<file path="config.mk">
export PLATFORM = sky130hd
export DESIGN_NAME = csf_core
export DESIGN_NICKNAME = d
export VERILOG_FILES = /design/src/shared/csf_pkg.sv /design/src/logic/csf_core.sv
export VERILOG_INCLUDE_DIRS = /design/src /design/src/shared
export SDC_FILE = /design/constraint.sdc
export NUM_CORES = 1
export LEC_CHECK = 0
export ABC_AREA = 1
export BUFFER_PORTS_ARGS = -buffer_cell sky130_fd_sc_hd__buf_2
export CAP_MARGIN = 10
export CORE_ASPECT_RATIO = 1.2
export CORE_MARGIN = 2
export CORE_UTILIZATION = 40
export CTS_CLUSTER_DIAMETER = 40
export DETAILED_ROUTE_END_ITERATION = 8
export PLACE_DENSITY = 0.69
export SYNTH_ARGS = -nofsm -noshare
export SYNTH_HDL_FRONTEND = slang
export SYNTH_SLANG_ARGS = --single-unit
</file>
<file path="constraint.sdc">
create_clock -name clk_sys -period 30.6 [get_ports clk_sys]
set_input_delay 4.59 -clock clk_sys [delete_from_list [all_inputs] [get_ports clk_sys]]
set_output_delay 4.59 -clock clk_sys [all_outputs]
set_load 0.005 [all_outputs]
</file>
<file path="src/shared/csf_params.svh">
// constants of the status-flag datapath: bit positions, reset values, stack layout, arithmetic limits
`ifndef CSF_PARAMS_SVH
`define CSF_PARAMS_SVH

// ----------------------------------------------------------------
// status word bit positions
// ----------------------------------------------------------------
`define CSF_BIT_C      0
`define CSF_BIT_Z      1
`define CSF_BIT_I      2
`define CSF_BIT_D      3
`define CSF_BIT_B      4
`define CSF_BIT_T      5
`define CSF_BIT_V      6
`define CSF_BIT_N      7

// ----------------------------------------------------------------
// reset values, stack layout and arithmetic limits
// ----------------------------------------------------------------
`define CSF_STATUS_RST 8'h04
`define CSF_SP_RST     8'hFF
`define CSF_STACK_PAGE 8'h01
`define CSF_DIV0_QUOT  8'hFF
`define CSF_BCD_MAX    8'h09
`define CSF_DEC_LIMIT  8'd99

`endif

</file>
<file path="src/shared/csf_pkg.sv">
// types of the status-flag datapath
package csf_pkg;

   // ----------------------------------------------------------------
   // operations accepted by the core
   // ----------------------------------------------------------------
   typedef enum logic [4:0] {
      OP_NOP, OP_ADC, OP_SUB, OP_AND, OP_XOR, OP_OR,
      OP_BCLR, OP_BSET, OP_SHL, OP_SHR, OP_ROTL, OP_ROTR, OP_NIB,
      OP_DECR, OP_INC, OP_COM,
      OP_SETC, OP_CLRC, OP_SETD, OP_CLRD, OP_SET, OP_CLT,
      OP_PUSH, OP_PULL, OP_MULT, OP_DIV
   } csf_op_e;

   typedef enum logic [1:0] {
      ST_IDLE, ST_RD, ST_WAIT
   } csf_state_e;

   typedef struct packed {
      logic [7:0] res;
      logic       c;
      logic       v;
      logic       c_upd;
      logic       v_upd;
      logic       nz_upd;
   } csf_alu_s;

endpackage : csf_pkg

</file>
<file path="src/logic/csf_core.sv">
// status word, decimal arithmetic and read-modify-write sequencing of the core
// ----------------------------------------------------------------
// ----------------------------------------------------------------
`timescale 1ns/1ps
`include "csf_params.svh"

module csf_core
   import csf_pkg::*;
(
   input  wire logic        clk_sys,     // 20 MHz core clock
   input  wire logic        rstn,        // synchronous reset, active low
   input  wire logic        op_start,    // request to execute op_sel
   input  csf_op_e          op_sel,      // operation to execute
   input  wire logic [15:0] op_addr,     // memory address for memory operations
   input  wire logic [7:0]  op_operand,  // second operand byte
   input  wire logic [7:0]  op_ext,      // upper dividend byte for divide
   input  wire logic [2:0]  op_bit,      // bit index for bit clear and set
   input  wire logic [7:0]  mem_rdata,   // read data, valid the cycle after mem_rd
   output logic             op_busy,     // core cannot take a request
   output logic             op_done,     // operation finished
   output logic [7:0]       acc,         // accumulator
   output logic [7:0]       res_hi,      // product high byte or remainder
   output logic [7:0]       status_word, // processor status word
   output logic [7:0]       stack_ptr,   // stack pointer
   output logic             mem_rd,      // memory read strobe
   output logic             mem_wr,      // memory write strobe
   output logic [15:0]      mem_addr,    // memory address
   output logic [7:0]       mem_wdata    // memory write data
);

   // ----------------------------------------------------------------
   // state
   // ----------------------------------------------------------------
   csf_state_e  state_ff;
   csf_op_e     cur_op_ff;
   logic [7:0]  operand_ff;
   logic [2:0]  bit_ff;
   logic [7:0]  status_ff;
   logic [7:0]  acc_ff;
   logic [7:0]  res_hi_ff;
   logic [7:0]  sp_ff;
   logic        done_ff;
   logic        mem_rd_ff;
   logic        mem_wr_ff;
   logic [15:0] mem_addr_ff;
   logic [7:0]  mem_wdata_ff;
   logic        accept;
   logic        start_rmw;
   csf_alu_s    acc_alu;
   csf_alu_s    mem_alu;
   logic [15:0] product;
   logic [15:0] dividend;

   // ----------------------------------------------------------------
   // helpers
   // ----------------------------------------------------------------
   // fixed read-modify-write class
   function automatic logic is_rmw_fixed(csf_op_e op);
      is_rmw_fixed = (op == OP_BCLR) || (op == OP_BSET) || (op == OP_SHL) ||
                     (op == OP_SHR) || (op == OP_ROTL) || (op == OP_ROTR) ||
                     (op == OP_NIB) || (op == OP_DECR) || (op == OP_INC) ||
                     (op == OP_COM);
   endfunction : is_rmw_fixed

   // ops that become read-modify-write in index-memory mode
   function automatic logic is_tmode_op(csf_op_e op);
      is_tmode_op = (op == OP_ADC) || (op == OP_SUB) || (op == OP_AND) ||
                    (op == OP_XOR) || (op == OP_OR);
   endfunction : is_tmode_op

   function automatic csf_alu_s alu_eval(csf_op_e op, logic [7:0] a, logic [7:0] b,
                                         logic cin, logic dmode, logic [2:0] bi);
      csf_alu_s   r;
      logic [8:0] s9;
      logic [7:0] bb;
      logic [4:0] lo;
      logic [4:0] hi;
      logic [5:0] dl;
      logic [5:0] dh;
      logic       bor;
      r.res    = a;
      r.c      = cin;
      r.v      = 1'b0;
      r.c_upd  = 1'b0;
      r.v_upd  = 1'b0;
      r.nz_upd = 1'b1;
      bb       = (op == OP_SUB) ? ~b : b;
      s9       = {1'b0, a} + {1'b0, bb} + {8'h00, cin};
      lo       = 5'h00;
      hi       = 5'h00;
      dl       = 6'h00;
      dh       = 6'h00;
      bor      = 1'b0;
      case (op)
         OP_ADC, OP_SUB: begin
            r.c_upd = 1'b1;
            if (!dmode) begin
               r.res   = s9[7:0];
               r.c     = s9[8];
               r.v     = (a[7] == bb[7]) && (s9[7] != a[7]);
               r.v_upd = 1'b1;
            end else if (op == OP_ADC) begin
               lo = {1'b0, a[3:0]} + {1'b0, b[3:0]} + {4'h0, cin};
               if (lo > 5'd9) begin
                  lo = lo + 5'd6;
               end
               hi = {1'b0, a[7:4]} + {1'b0, b[7:4]} + {4'h0, lo[4]};
               if (hi > 5'd9) begin
                  hi = hi + 5'd6;
               end
               r.res    = {hi[3:0], lo[3:0]};
               r.c      = hi[4];
               r.nz_upd = 1'b0;
            end else begin
               dl = {2'b00, a[3:0]} - {2'b00, b[3:0]} - {5'h00, ~cin};
               if (dl[5]) begin
                  dl  = dl - 6'd6;
                  bor = 1'b1;
               end
               dh = {2'b00, a[7:4]} - {2'b00, b[7:4]} - {5'h00, bor};
               r.c = ~dh[5];
               if (dh[5]) begin
                  dh = dh - 6'd6;
               end
               r.res    = {dh[3:0], dl[3:0]};
               r.nz_upd = 1'b0;
            end
         end
         OP_AND: r.res = a & b;
         OP_XOR: r.res = a ^ b;
         OP_OR:  r.res = a | b;
         OP_BCLR: begin
            r.res    = a & ~(8'h01 << bi);
            r.nz_upd = 1'b0;
         end
         OP_BSET: begin
            r.res    = a | (8'h01 << bi);
            r.nz_upd = 1'b0;
         end
         OP_SHL: begin
            r.res   = {a[6:0], 1'b0};
            r.c     = a[7];
            r.c_upd = 1'b1;
         end
         OP_SHR: begin
            r.res   = {1'b0, a[7:1]};
            r.c     = a[0];
            r.c_upd = 1'b1;
         end
         OP_ROTL: begin
            r.res   = {a[6:0], cin};
            r.c     = a[7];
            r.c_upd = 1'b1;
         end
         OP_ROTR: begin
            r.res   = {cin, a[7:1]};
            r.c     = a[0];
            r.c_upd = 1'b1;
         end
         OP_NIB: begin
            r.res    = {a[3:0], a[7:4]};
            r.nz_upd = 1'b0;
         end
         OP_DECR: r.res = a - 8'h01;
         OP_INC: r.res = a + 8'h01;
         OP_COM: r.res = ~a;
         default: r.nz_upd = 1'b0;
      endcase
      alu_eval = r;
   endfunction : alu_eval

   // fold an alu result into the status word
   function automatic logic [7:0] fold_flags(logic [7:0] st, csf_alu_s r);
      logic [7:0] s;
      s = st;
      if (r.c_upd) begin
         s[`CSF_BIT_C] = r.c;
      end
      if (r.v_upd) begin
         s[`CSF_BIT_V] = r.v;
      end
      if (r.nz_upd) begin
         s[`CSF_BIT_Z] = (r.res == 8'h00);
         s[`CSF_BIT_N] = r.res[7];
      end
      fold_flags = s;
   endfunction : fold_flags

   // ----------------------------------------------------------------
   // decode and datapath
   // ----------------------------------------------------------------
   assign accept    = op_start && (state_ff == ST_IDLE);
   assign start_rmw = is_rmw_fixed(op_sel) ||
                      (is_tmode_op(op_sel) && status_ff[`CSF_BIT_T]);
   assign acc_alu   = alu_eval(op_sel, acc_ff, op_operand, status_ff[`CSF_BIT_C],
                               status_ff[`CSF_BIT_D], op_bit);
   assign mem_alu   = alu_eval(cur_op_ff, mem_rdata, operand_ff, status_ff[`CSF_BIT_C],
                               status_ff[`CSF_BIT_D], bit_ff);
   // multiply and divide read neither mode flag
   assign product   = acc_ff * op_operand;
   assign dividend  = {op_ext, acc_ff};

   // ----------------------------------------------------------------
   // sequencer
   // ----------------------------------------------------------------
   always_ff @(posedge clk_sys) begin
      if (!rstn) begin
         state_ff   <= ST_IDLE;
         cur_op_ff  <= OP_NOP;
         operand_ff <= 8'h00;
         bit_ff     <= 3'h0;
      end else begin
         case (state_ff)
            ST_IDLE: begin
               if (accept && (start_rmw || (op_sel == OP_PULL))) begin
                  state_ff   <= ST_RD;
                  cur_op_ff  <= op_sel;
                  operand_ff <= op_operand;
                  bit_ff     <= op_bit;
               end
            end
            ST_RD:   state_ff <= ST_WAIT;
            default: state_ff <= ST_IDLE;
         endcase
      end
   end

   // ----------------------------------------------------------------
   // memory strobes
   // ----------------------------------------------------------------
   always_ff @(posedge clk_sys) begin
      if (!rstn) begin
         mem_rd_ff    <= 1'b0;
         mem_wr_ff    <= 1'b0;
         mem_addr_ff  <= 16'h0000;
         mem_wdata_ff <= 8'h00;
      end else begin
         mem_rd_ff <= 1'b0;
         mem_wr_ff <= 1'b0;
         if (accept && start_rmw) begin
            mem_rd_ff   <= 1'b1;
            mem_addr_ff <= op_addr;
         end else if (accept && (op_sel == OP_PUSH)) begin
            mem_wr_ff    <= 1'b1;
            mem_addr_ff  <= {`CSF_STACK_PAGE, sp_ff};
            mem_wdata_ff <= status_ff;
         end else if (accept && (op_sel == OP_PULL)) begin
            mem_rd_ff   <= 1'b1;
            mem_addr_ff <= {`CSF_STACK_PAGE, sp_ff + 8'h01};
         end else if ((state_ff == ST_WAIT) && (cur_op_ff != OP_PULL)) begin
            mem_wr_ff    <= 1'b1;
            mem_wdata_ff <= mem_alu.res;
         end
      end
   end

   // ----------------------------------------------------------------
   // status word
   // ----------------------------------------------------------------
   always_ff @(posedge clk_sys) begin
      if (!rstn) begin
         status_ff <= `CSF_STATUS_RST;
      end else if (state_ff == ST_WAIT) begin
         if (cur_op_ff == OP_PULL) begin
            status_ff <= mem_rdata;
         end else begin
            status_ff <= fold_flags(status_ff, mem_alu);
         end
      end else if (accept && !start_rmw) begin
         case (op_sel)
            OP_SETC:        status_ff[`CSF_BIT_C] <= 1'b1;
            OP_CLRC:        status_ff[`CSF_BIT_C] <= 1'b0;
            OP_SETD:        status_ff[`CSF_BIT_D] <= 1'b1;
            OP_CLRD:        status_ff[`CSF_BIT_D] <= 1'b0;
            OP_SET:         status_ff[`CSF_BIT_T] <= 1'b1;
            OP_CLT:         status_ff[`CSF_BIT_T] <= 1'b0;
            OP_ADC, OP_SUB,
            OP_AND, OP_XOR,
            OP_OR:          status_ff <= fold_flags(status_ff, acc_alu);
            default:        status_ff <= status_ff;
         endcase
      end
   end

   // ----------------------------------------------------------------
   // accumulator, result high byte, stack pointer, done
   // ----------------------------------------------------------------
   always_ff @(posedge clk_sys) begin
      if (!rstn) begin
         acc_ff    <= 8'h00;
         res_hi_ff <= 8'h00;
      end else if (accept && !start_rmw) begin
         if (is_tmode_op(op_sel)) begin
            acc_ff <= acc_alu.res;
         end else if (op_sel == OP_MULT) begin
            acc_ff    <= product[7:0];
            res_hi_ff <= product[15:8];
         end else if (op_sel == OP_DIV) begin
            if (op_operand == 8'h00) begin
               acc_ff    <= `CSF_DIV0_QUOT;
               res_hi_ff <= op_ext;
            end else begin
               acc_ff    <= 8'(dividend / {8'h00, op_operand});
               res_hi_ff <= 8'(dividend % {8'h00, op_operand});
            end
         end
      end
   end

   always_ff @(posedge clk_sys) begin
      if (!rstn) begin
         sp_ff <= `CSF_SP_RST;
      end else if (accept && (op_sel == OP_PUSH)) begin
         sp_ff <= sp_ff - 8'h01;
      end else if (accept && (op_sel == OP_PULL)) begin
         sp_ff <= sp_ff + 8'h01;
      end
   end

   always_ff @(posedge clk_sys) begin
      if (!rstn) begin
         done_ff <= 1'b0;
      end else begin
         done_ff <= (state_ff == ST_WAIT) ||
                    (accept && !start_rmw && (op_sel != OP_PULL));
      end
   end

   assign op_busy     = (state_ff != ST_IDLE);
   assign op_done     = done_ff;
   assign acc         = acc_ff;
   assign res_hi      = res_hi_ff;
   assign status_word = status_ff;
   assign stack_ptr   = sp_ff;
   assign mem_rd      = mem_rd_ff;
   assign mem_wr      = mem_wr_ff;
   assign mem_addr    = mem_addr_ff;
   assign mem_wdata   = mem_wdata_ff;

   // ----------------------------------------------------------------
   // checks
   // ----------------------------------------------------------------
   function automatic logic [7:0] bcd_val(logic [7:0] x);
      bcd_val = 8'({4'h0, x[7:4]} * 8'd10 + {4'h0, x[3:0]});
   endfunction : bcd_val

   function automatic logic bcd_ok(logic [7:0] x);
      bcd_ok = ({4'h0, x[7:4]} <= `CSF_BCD_MAX) && ({4'h0, x[3:0]} <= `CSF_BCD_MAX);
   endfunction : bcd_ok

   reset_imask_a: assert property (@(posedge clk_sys)
      $rose(rstn) |-> status_ff[`CSF_BIT_I] && op_done == 1'b0)
      else $error("interrupt mask not set after reset");

   push_stack_a: assert property (@(posedge clk_sys) disable iff (!rstn)
      accept && op_sel == OP_PUSH |=> mem_wr_ff && mem_wdata_ff == $past(status_ff) &&
      mem_addr_ff == {`CSF_STACK_PAGE, sp_ff + 8'h01})
      else $error("status push not readable at stack pointer plus one");

   pull_restore_a: assert property (@(posedge clk_sys) disable iff (!rstn)
      accept && op_sel == OP_PULL |=> ##1 1'b1 ##1 status_ff == $past(mem_rdata) && op_done)
      else $error("status pull did not restore the stack byte");

   dec_carry_a: assert property (@(posedge clk_sys) disable iff (!rstn)
      accept && op_sel == OP_ADC && status_ff[`CSF_BIT_D] && !status_ff[`CSF_BIT_T] &&
      bcd_ok(acc_ff) && bcd_ok(op_operand) |=> status_ff[`CSF_BIT_C] ==
      (9'($past(bcd_val(acc_ff))) + 9'($past(bcd_val(op_operand))) +
       9'($past(status_ff[`CSF_BIT_C])) > 9'(`CSF_DEC_LIMIT)))
      else $error("decimal carry wrong");

   inc_binary_a: assert property (@(posedge clk_sys) disable iff (!rstn)
      state_ff == ST_WAIT && cur_op_ff == OP_INC |=> mem_wdata_ff == $past(mem_rdata) + 8'h01)
      else $error("increment was decimal adjusted");

   muldiv_flags_a: assert property (@(posedge clk_sys) disable iff (!rstn)
      accept && (op_sel == OP_MULT || op_sel == OP_DIV) |=> $stable(status_ff) && op_done)
      else $error("multiply or divide changed the status word");

   mul_result_a: assert property (@(posedge clk_sys) disable iff (!rstn)
      accept && op_sel == OP_MULT |=> !mem_rd_ff &&
      {res_hi_ff, acc_ff} == $past(acc_ff) * $past(op_operand))
      else $error("multiply result depends on mode");

   rmw_same_addr_a: assert property (@(posedge clk_sys) disable iff (!rstn)
      mem_rd_ff && cur_op_ff != OP_PULL |-> ##2 mem_wr_ff && mem_addr_ff == $past(mem_addr_ff, 2))
      else $error("write-back went to another address");

   rmw_class_a: assert property (@(posedge clk_sys) disable iff (!rstn)
      accept && is_rmw_fixed(op_sel) |=> mem_rd_ff && mem_addr_ff == $past(op_addr))
      else $error("operation did not start a memory read");

   tmode_rmw_a: assert property (@(posedge clk_sys) disable iff (!rstn)
      accept && is_tmode_op(op_sel) |=> mem_rd_ff == $past(status_ff[`CSF_BIT_T]))
      else $error("index-memory mode selection wrong");

endmodule : csf_core

</file>
==> results of run 1 <==
[state kept, by name (all words and copies together), names as in the netlist]
signal       cells
cur_op_ff        5
bit_ff           3
mem_rd           1
stack_ptr        8
res_hi           8
state_ff         2
mem_wr           1
operand_ff       8
op_done          1
acc              8
mem_addr        16
mem_wdata        8
status_word      8
[timing repair]
| action | 4_1_cts | 5_1_grt |
|---|---|---|
| pin swaps | 2 | 55 |
| resized for setup | 9 | 115 |
| endpoints found under the setup margin | 9 | 10 |
| buffers inserted | 6 | 42 |
| gates cloned | 1 | 1 |
[synth_stat cells, drive strengths merged, types with 29 or more instances]
| master | n | area (µm²) |
|---|---|---|
| nor2 | 238 | 1035 |
| ha | 216 | 2703 |
| fa | 55 | 1101 |
| nand3 | 166 | 988.5 |
| clkbuf | 60 | 225.2 |
| xor2 | 88 | 770.7 |
| nor3 | 54 | 275.3 |
| xnor2 | 37 | 324.1 |
| o21ai | 220 | 1124 |
| dfxtp | 77 | 1541 |
| nand2 | 555 | 2233 |
| a31oi | 29 | 181.4 |
| a21oi | 146 | 738.2 |
| inv | 429 | 1613 |
[cells by family (layout without fill, tap and decap cells)]
kind of cell	after synthesis	count (layout)	share of synthesized area, %
AND/OR/NAND/NOR	1082	1083	29.79
AO/OA/AOI/OAI	564	565	20.17
buffers and inverters	503	649	11.50
adder cells (fa/ha/maj)	271	271	22.72
XOR/XNOR	125	125	6.541
flip-flops	77	77	9.209
multiplexers	1	1	0.05980
other	0	1	0
[stage by stage]
step | util [%] | hold slack, ns | instance area, µm² | TNS, ns
detailed placement | 43.28 | 0.4112 | 17980 | -9.730
global route | 46.07 | 0.4273 | 19140 | -3.381
floorplan | - | 0.4006 | 16740 | 0
global placement | 43.28 | 0.4097 | 17980 | 0
CTS | 44.17 | 0.4204 | 18350 | 0
finish | 46.07 | 0.4182 | 19140 | 0
[area by class of cell]
class,instances,area (µm²),share of cell area [%]
Timing Repair Buffer,200,1230,6.424
Sequential cell,77,1541,8.052
Antenna cell,1,2.502,0.01307
Multi-Input combinational cell,2045,13730,71.74
Tap cell,546,683.2,3.568
Clock inverter,7,63.81,0.3333
Clock buffer,9,225.2,1.176
Inverter,433,1664,8.692
[layer usage]
metal / global-route usage [%] / vias to the layer above / wire (µm)
met4: 14.20 / 2 / 3312
met5: 0 / - / 11
met2: 45.81 / 638 / 28150
met3: 3.815 / 206 / 3535
met1: 30.40 / 8526 / 23260
li1: - / 9016 / -
[final timing paths]
path,endpoint,cells after the start
worst min register to register,state_ff[1],1
worst min-delay path,state_ff[1],1
worst max register to register,res_hi[7],135
worst max-delay path,res_hi[7],205
==> impl_metrics.py, run 1 <==
metrics = {
    "global_routing": {
        "overflow": 0,
        "grt_pass1_vias": 18075,
        "track_usage_pct": 26.18,
        "antenna_found_initial": 2,
        "grt_max_degree": 55,
        "grt_pass1_wl_um": 92050,
    },
    "clock_tree": {
        "clk_pin_slew_ns": 0.07,
        "cts_buffer_depth": 2,
        "root_buffer": "clkbuf_16",
        "h-tree-depth": 3,
        "cts_tree": "done",
        "cts_hold_buf": 0,
        "cts_inserted_buffers": 9,
        "cts.sinks": 77,
        "clk_latency_ns": 0.36,
    },
    "yosys": {
        "synth_nets": 2945,
        "ys_seq_elements": 77,
        "synthesis.area_mm2": 0.01674,
        "synth_warnings": 0,
        "synth_area_per_cell_um2": 6.381,
        "synth_cell_types": 68,
        "synth-edff-count": 0,
        "ys_seq_area_share_pct": 9.209,
        "syn_inst": 2623,
        "synthFlopType": "dfxtp_1",
        "async_flop_share_pct": 0,
    },
    "final_layout": {
        "final_common_cell": "nand2_1",
        "final_cell_mix": "nand2_1 (502), inv_1 (400), nor2_1 (214), ha_1 (206), o21ai_0 (181)",
        "area.growth.synth_to_final_pct": 14.37,
        "nets": 3088,
        "fillers": 4355,
        "final-instance-count-excl-fill": 3318,
        "drive_gt1_share_pct": 15.99,
    },
    "floorplanning": {
        "die_w_um": 190.7,
        "pin_count": 111,
        "start_util_pct": 40.28,
        "die-height_um": 228.1,
        "num_rows": 82,
        "core_area_mm2": 0.04155,
        "die_area_mm2": 0.04351,
    },
    "job": {
        "cap_viol_max_count": 0,
    },
    "timing": {
        "worst_pin_slew_ns": 1.097,
        "finalHoldViolations": 0,
        "fin_ws_ns": 1.620,
        "fmax_mhz": 34.51,
        "final.period_utilization_pct": 94.71,
        "fin_crit_ns": 28.98,
        "finalMaxSlewViolations": 0,
        "setup_violations": 0,
        "slew_headroom_pct": 25.92,
        "finClkSkew_ns": 0.009597,
    },
    "placement": {
        "hpwl_um": 45870,
        "dp.cells": 3249,
        "dp_slack_ns": -1.113,
        "portBuffers": 110,
        "finalWeightedCongestion": 0.9572,
    },
    "critical_path": {
        "cp_num_buf_inv": 30,
        "reg2reg_slack_ns": 13.87,
        "critPathRequiredTime_ns": 30.90,
        "slowest_stage": "ha_1",
        "max_stage_delay_ns": 0.35,
        "worst-setup-path-type": "in2reg",
        "cp_max_fo": 13,
        "cp-startpoint": "op_operand[0]",
        "r2r_start": "acc[7]",
        "crit_path_end_kind": "register",
        "cp_common_cell": "nand2_1",
        "startpoint_type": "input port",
        "cp.arrival_ns": 29.28,
        "critical-path-top-delay-family": "simple AND/OR/NAND/NOR gates",
    },
    "detailed_routing": {
        "routed_via_density": 5.542,
        "drtIter0Drc": 1390,
        "wl_per_cell_um": 17.56,
        "dr.pass1.iters": 5,
        "vias": 18388,
        "drcViolationCount": 0,
        "drt-total-wl_um": 58270,
        "ant_nets": 0,
    },
    "hold_path": {
        "hold_class": "reg2reg",
        "hp-start": "state_ff[1]",
    },
    "run_status": {
        "status": "complete, no violations",
    },
}
Power of run 1 is left out: the tool's default activity adds up to more than one toggle a clock period on the data nets, which glitch-free logic cannot reach.
==> run 2, diff against run 1 <==
==> constraint.sdc (replaced) <==
create_clock -name clk_sys -period 25.2 [get_ports clk_sys]
set_input_delay 3.78 -clock clk_sys [delete_from_list [all_inputs] [get_ports clk_sys]]
set_output_delay 3.78 -clock clk_sys [all_outputs]
set_load 0.005 [all_outputs]
==> run 2 against run 1 <==
  * Final cell count is 15% higher
  * Register-to-register slack worse by 5.0 ns
  * Global-route usage is 5.3 points higher
  * Flip-flop and latch count stayed put
  * Hold slack better by 0.0048 ns
  * Count of clock-buffer cells in the layout is 1 higher
  * Cell area is 25% higher
  * Via count is 20% higher
  * Routed wire length is 29% higher
  * The flow now finishes with violations (setup timing)
  * Core utilization is 12 points higher
==> impl_metrics.py, run 2 (synthesized netlist as in run 1, its figures left out) <==
metrics = {
    "run_status": {
        "status": "complete, but fails checks",
        "violations": "setup timing",
    },
    "detailed_routing": {
        "routed_via_density": 5.740,
        "drcViolationCount": 0,
        "ant_nets": 0,
        "wl_per_cell_um": 19.65,
        "vias": 21977,
        "drtIter0Drc": 1617,
        "dr.pass1.iters": 8,
        "drt-total-wl_um": 75220,
    },
    "clock_tree": {
        "cts_inserted_buffers": 9,
        "root_buffer": "clkbuf_16",
        "clk_pin_slew_ns": 0.07,
        "cts_tree": "done",
        "h-tree-depth": 3,
        "cts_buffer_depth": 2,
        "cts.sinks": 77,
        "cts_hold_buf": 0,
        "clk_latency_ns": 0.36,
    },
    "global_routing": {
        "grt_max_degree": 55,
        "overflow": 0,
        "grt_pass1_wl_um": 108800,
        "grt_pass1_vias": 21277,
        "antenna_found_initial": 1,
        "track_usage_pct": 31.45,
    },
    "critical_path": {
        "slowest_stage": "ha_1",
        "cp_max_fo": 8,
        "cp_common_cell": "nand2_2",
        "crit_path_end_kind": "register",
        "cp.arrival_ns": 27.96,
        "max_stage_delay_ns": 0.38,
        "startpoint_type": "input port",
        "critPathRequiredTime_ns": 25.49,
        "worst-setup-path-type": "in2reg",
    },
    "floorplanning": {
        "num_rows": 82,
        "core_area_mm2": 0.04155,
        "pin_count": 111,
        "die-height_um": 228.1,
        "start_util_pct": 40.28,
        "die_area_mm2": 0.04351,
        "die_w_um": 190.7,
    },
    "timing": {
        "worst_pin_slew_ns": 1.159,
        "rsz0062_at_grt": "true",
        "finalMaxSlewViolations": 0,
        "fin_crit_ns": 27.67,
        "setup_violations": 10,
        "finalHoldViolations": 0,
        "finClkSkew_ns": 0.01559,
        "fin_ws_ns": -2.471,
        "final.period_utilization_pct": 109.8,
        "fmax_mhz": 36.14,
        "slew_headroom_pct": 22.42,
    },
    "placement": {
        "finalWeightedCongestion": 0.9777,
        "dp_slack_ns": -1.987,
        "hpwl_um": 50460,
        "portBuffers": 110,
    },
    "final_layout": {
        "final_common_cell": "buf_4",
        "post-route-util_pct": 57.81,
        "drive_gt1_share_pct": 33.58,
        "area.growth.synth_to_final_pct": 43.50,
        "largest_register_ffs": 16,
        "final_cell_mix": "buf_4 (586), nand2_1 (435), inv_1 (382), nor2_1 (211), ha_1 (182)",
        "nets": 3599,
    },
    "job": {
        "cap_viol_max_count": 0,
    },
    "hold_path": {
        "hold_class": "reg2reg",
    },
}
## run 2: worst max-delay path, delay by kind of cell
family | cells | cell delay [ns]
and+or+nand+nor | 96 | 8.80
AOI/OAI and AO/OA | 35 | 5.62
xor gates and xnor gates | 1 | 0.20
adders and majority gates | 15 | 4.46
buffers and inverters | 50 | 5.07
## run 2: worst paths after layout
kind,start,endpoint,slack [ns],cells after the start
max,op_operand[0],res_hi[3],-2.47,197
min,state_ff[1],state_ff[1],0.42,1
max reg2reg,acc[7],res_hi[3],8.83,130
min reg2reg,state_ff[1],state_ff[1],0.42,1
## run 2: cell type report
| type | count | area (µm²) |
|---|---|---|
| clock buffer | 10 | 239.0 |
| inverter | 433 | 1689 |
| sequential | 77 | 1541 |
| timing repair buffer | 711 | 5129 |
| tap | 546 | 683.2 |
| multi-input combinational | 2044 | 14660 |
| antenna | 1 | 2.502 |
| timing repair inverter | 1 | 7.507 |
| clock inverter | 6 | 71.32 |
| fill | 3631 | 17530 |
## run 2: routing by layer
metal | track usage (%) | routed length [µm] | vias to the layer above
met1 | 32.78 | 26450 | 10243
met3 | 5.954 | 5732 | 477
met2 | 55.63 | 35830 | 1216
met5 | 0 | 0 | -
met4 | 23.23 | 7210 | 0
li1 | - | - | 10041
## run 2: per-stage QoR
stage	hold WS, ns	instance area, µm²	TNS [ns]	cells
CTS	0.4223	22870	-4.934	3779
detailed placement	0.4128	20450	-18.10	3542
global placement	0.4100	20450	-10.16	3542
global route	0.4339	24020	-35.92	3828
floorplan	0.4006	17070	-21.05	2623
finish	0.4230	24020	-22.88	3829
## run 2: repair_timing
item                                    CTS  global route
endpoints found under the setup margin   10            11
buffers inserted                        220            49
resized for setup                       100           166
cloned                                    2             0
hold endpoints to repair                  0             0
pin swaps                               130           137
Power of run 2 is left out for the same reason.
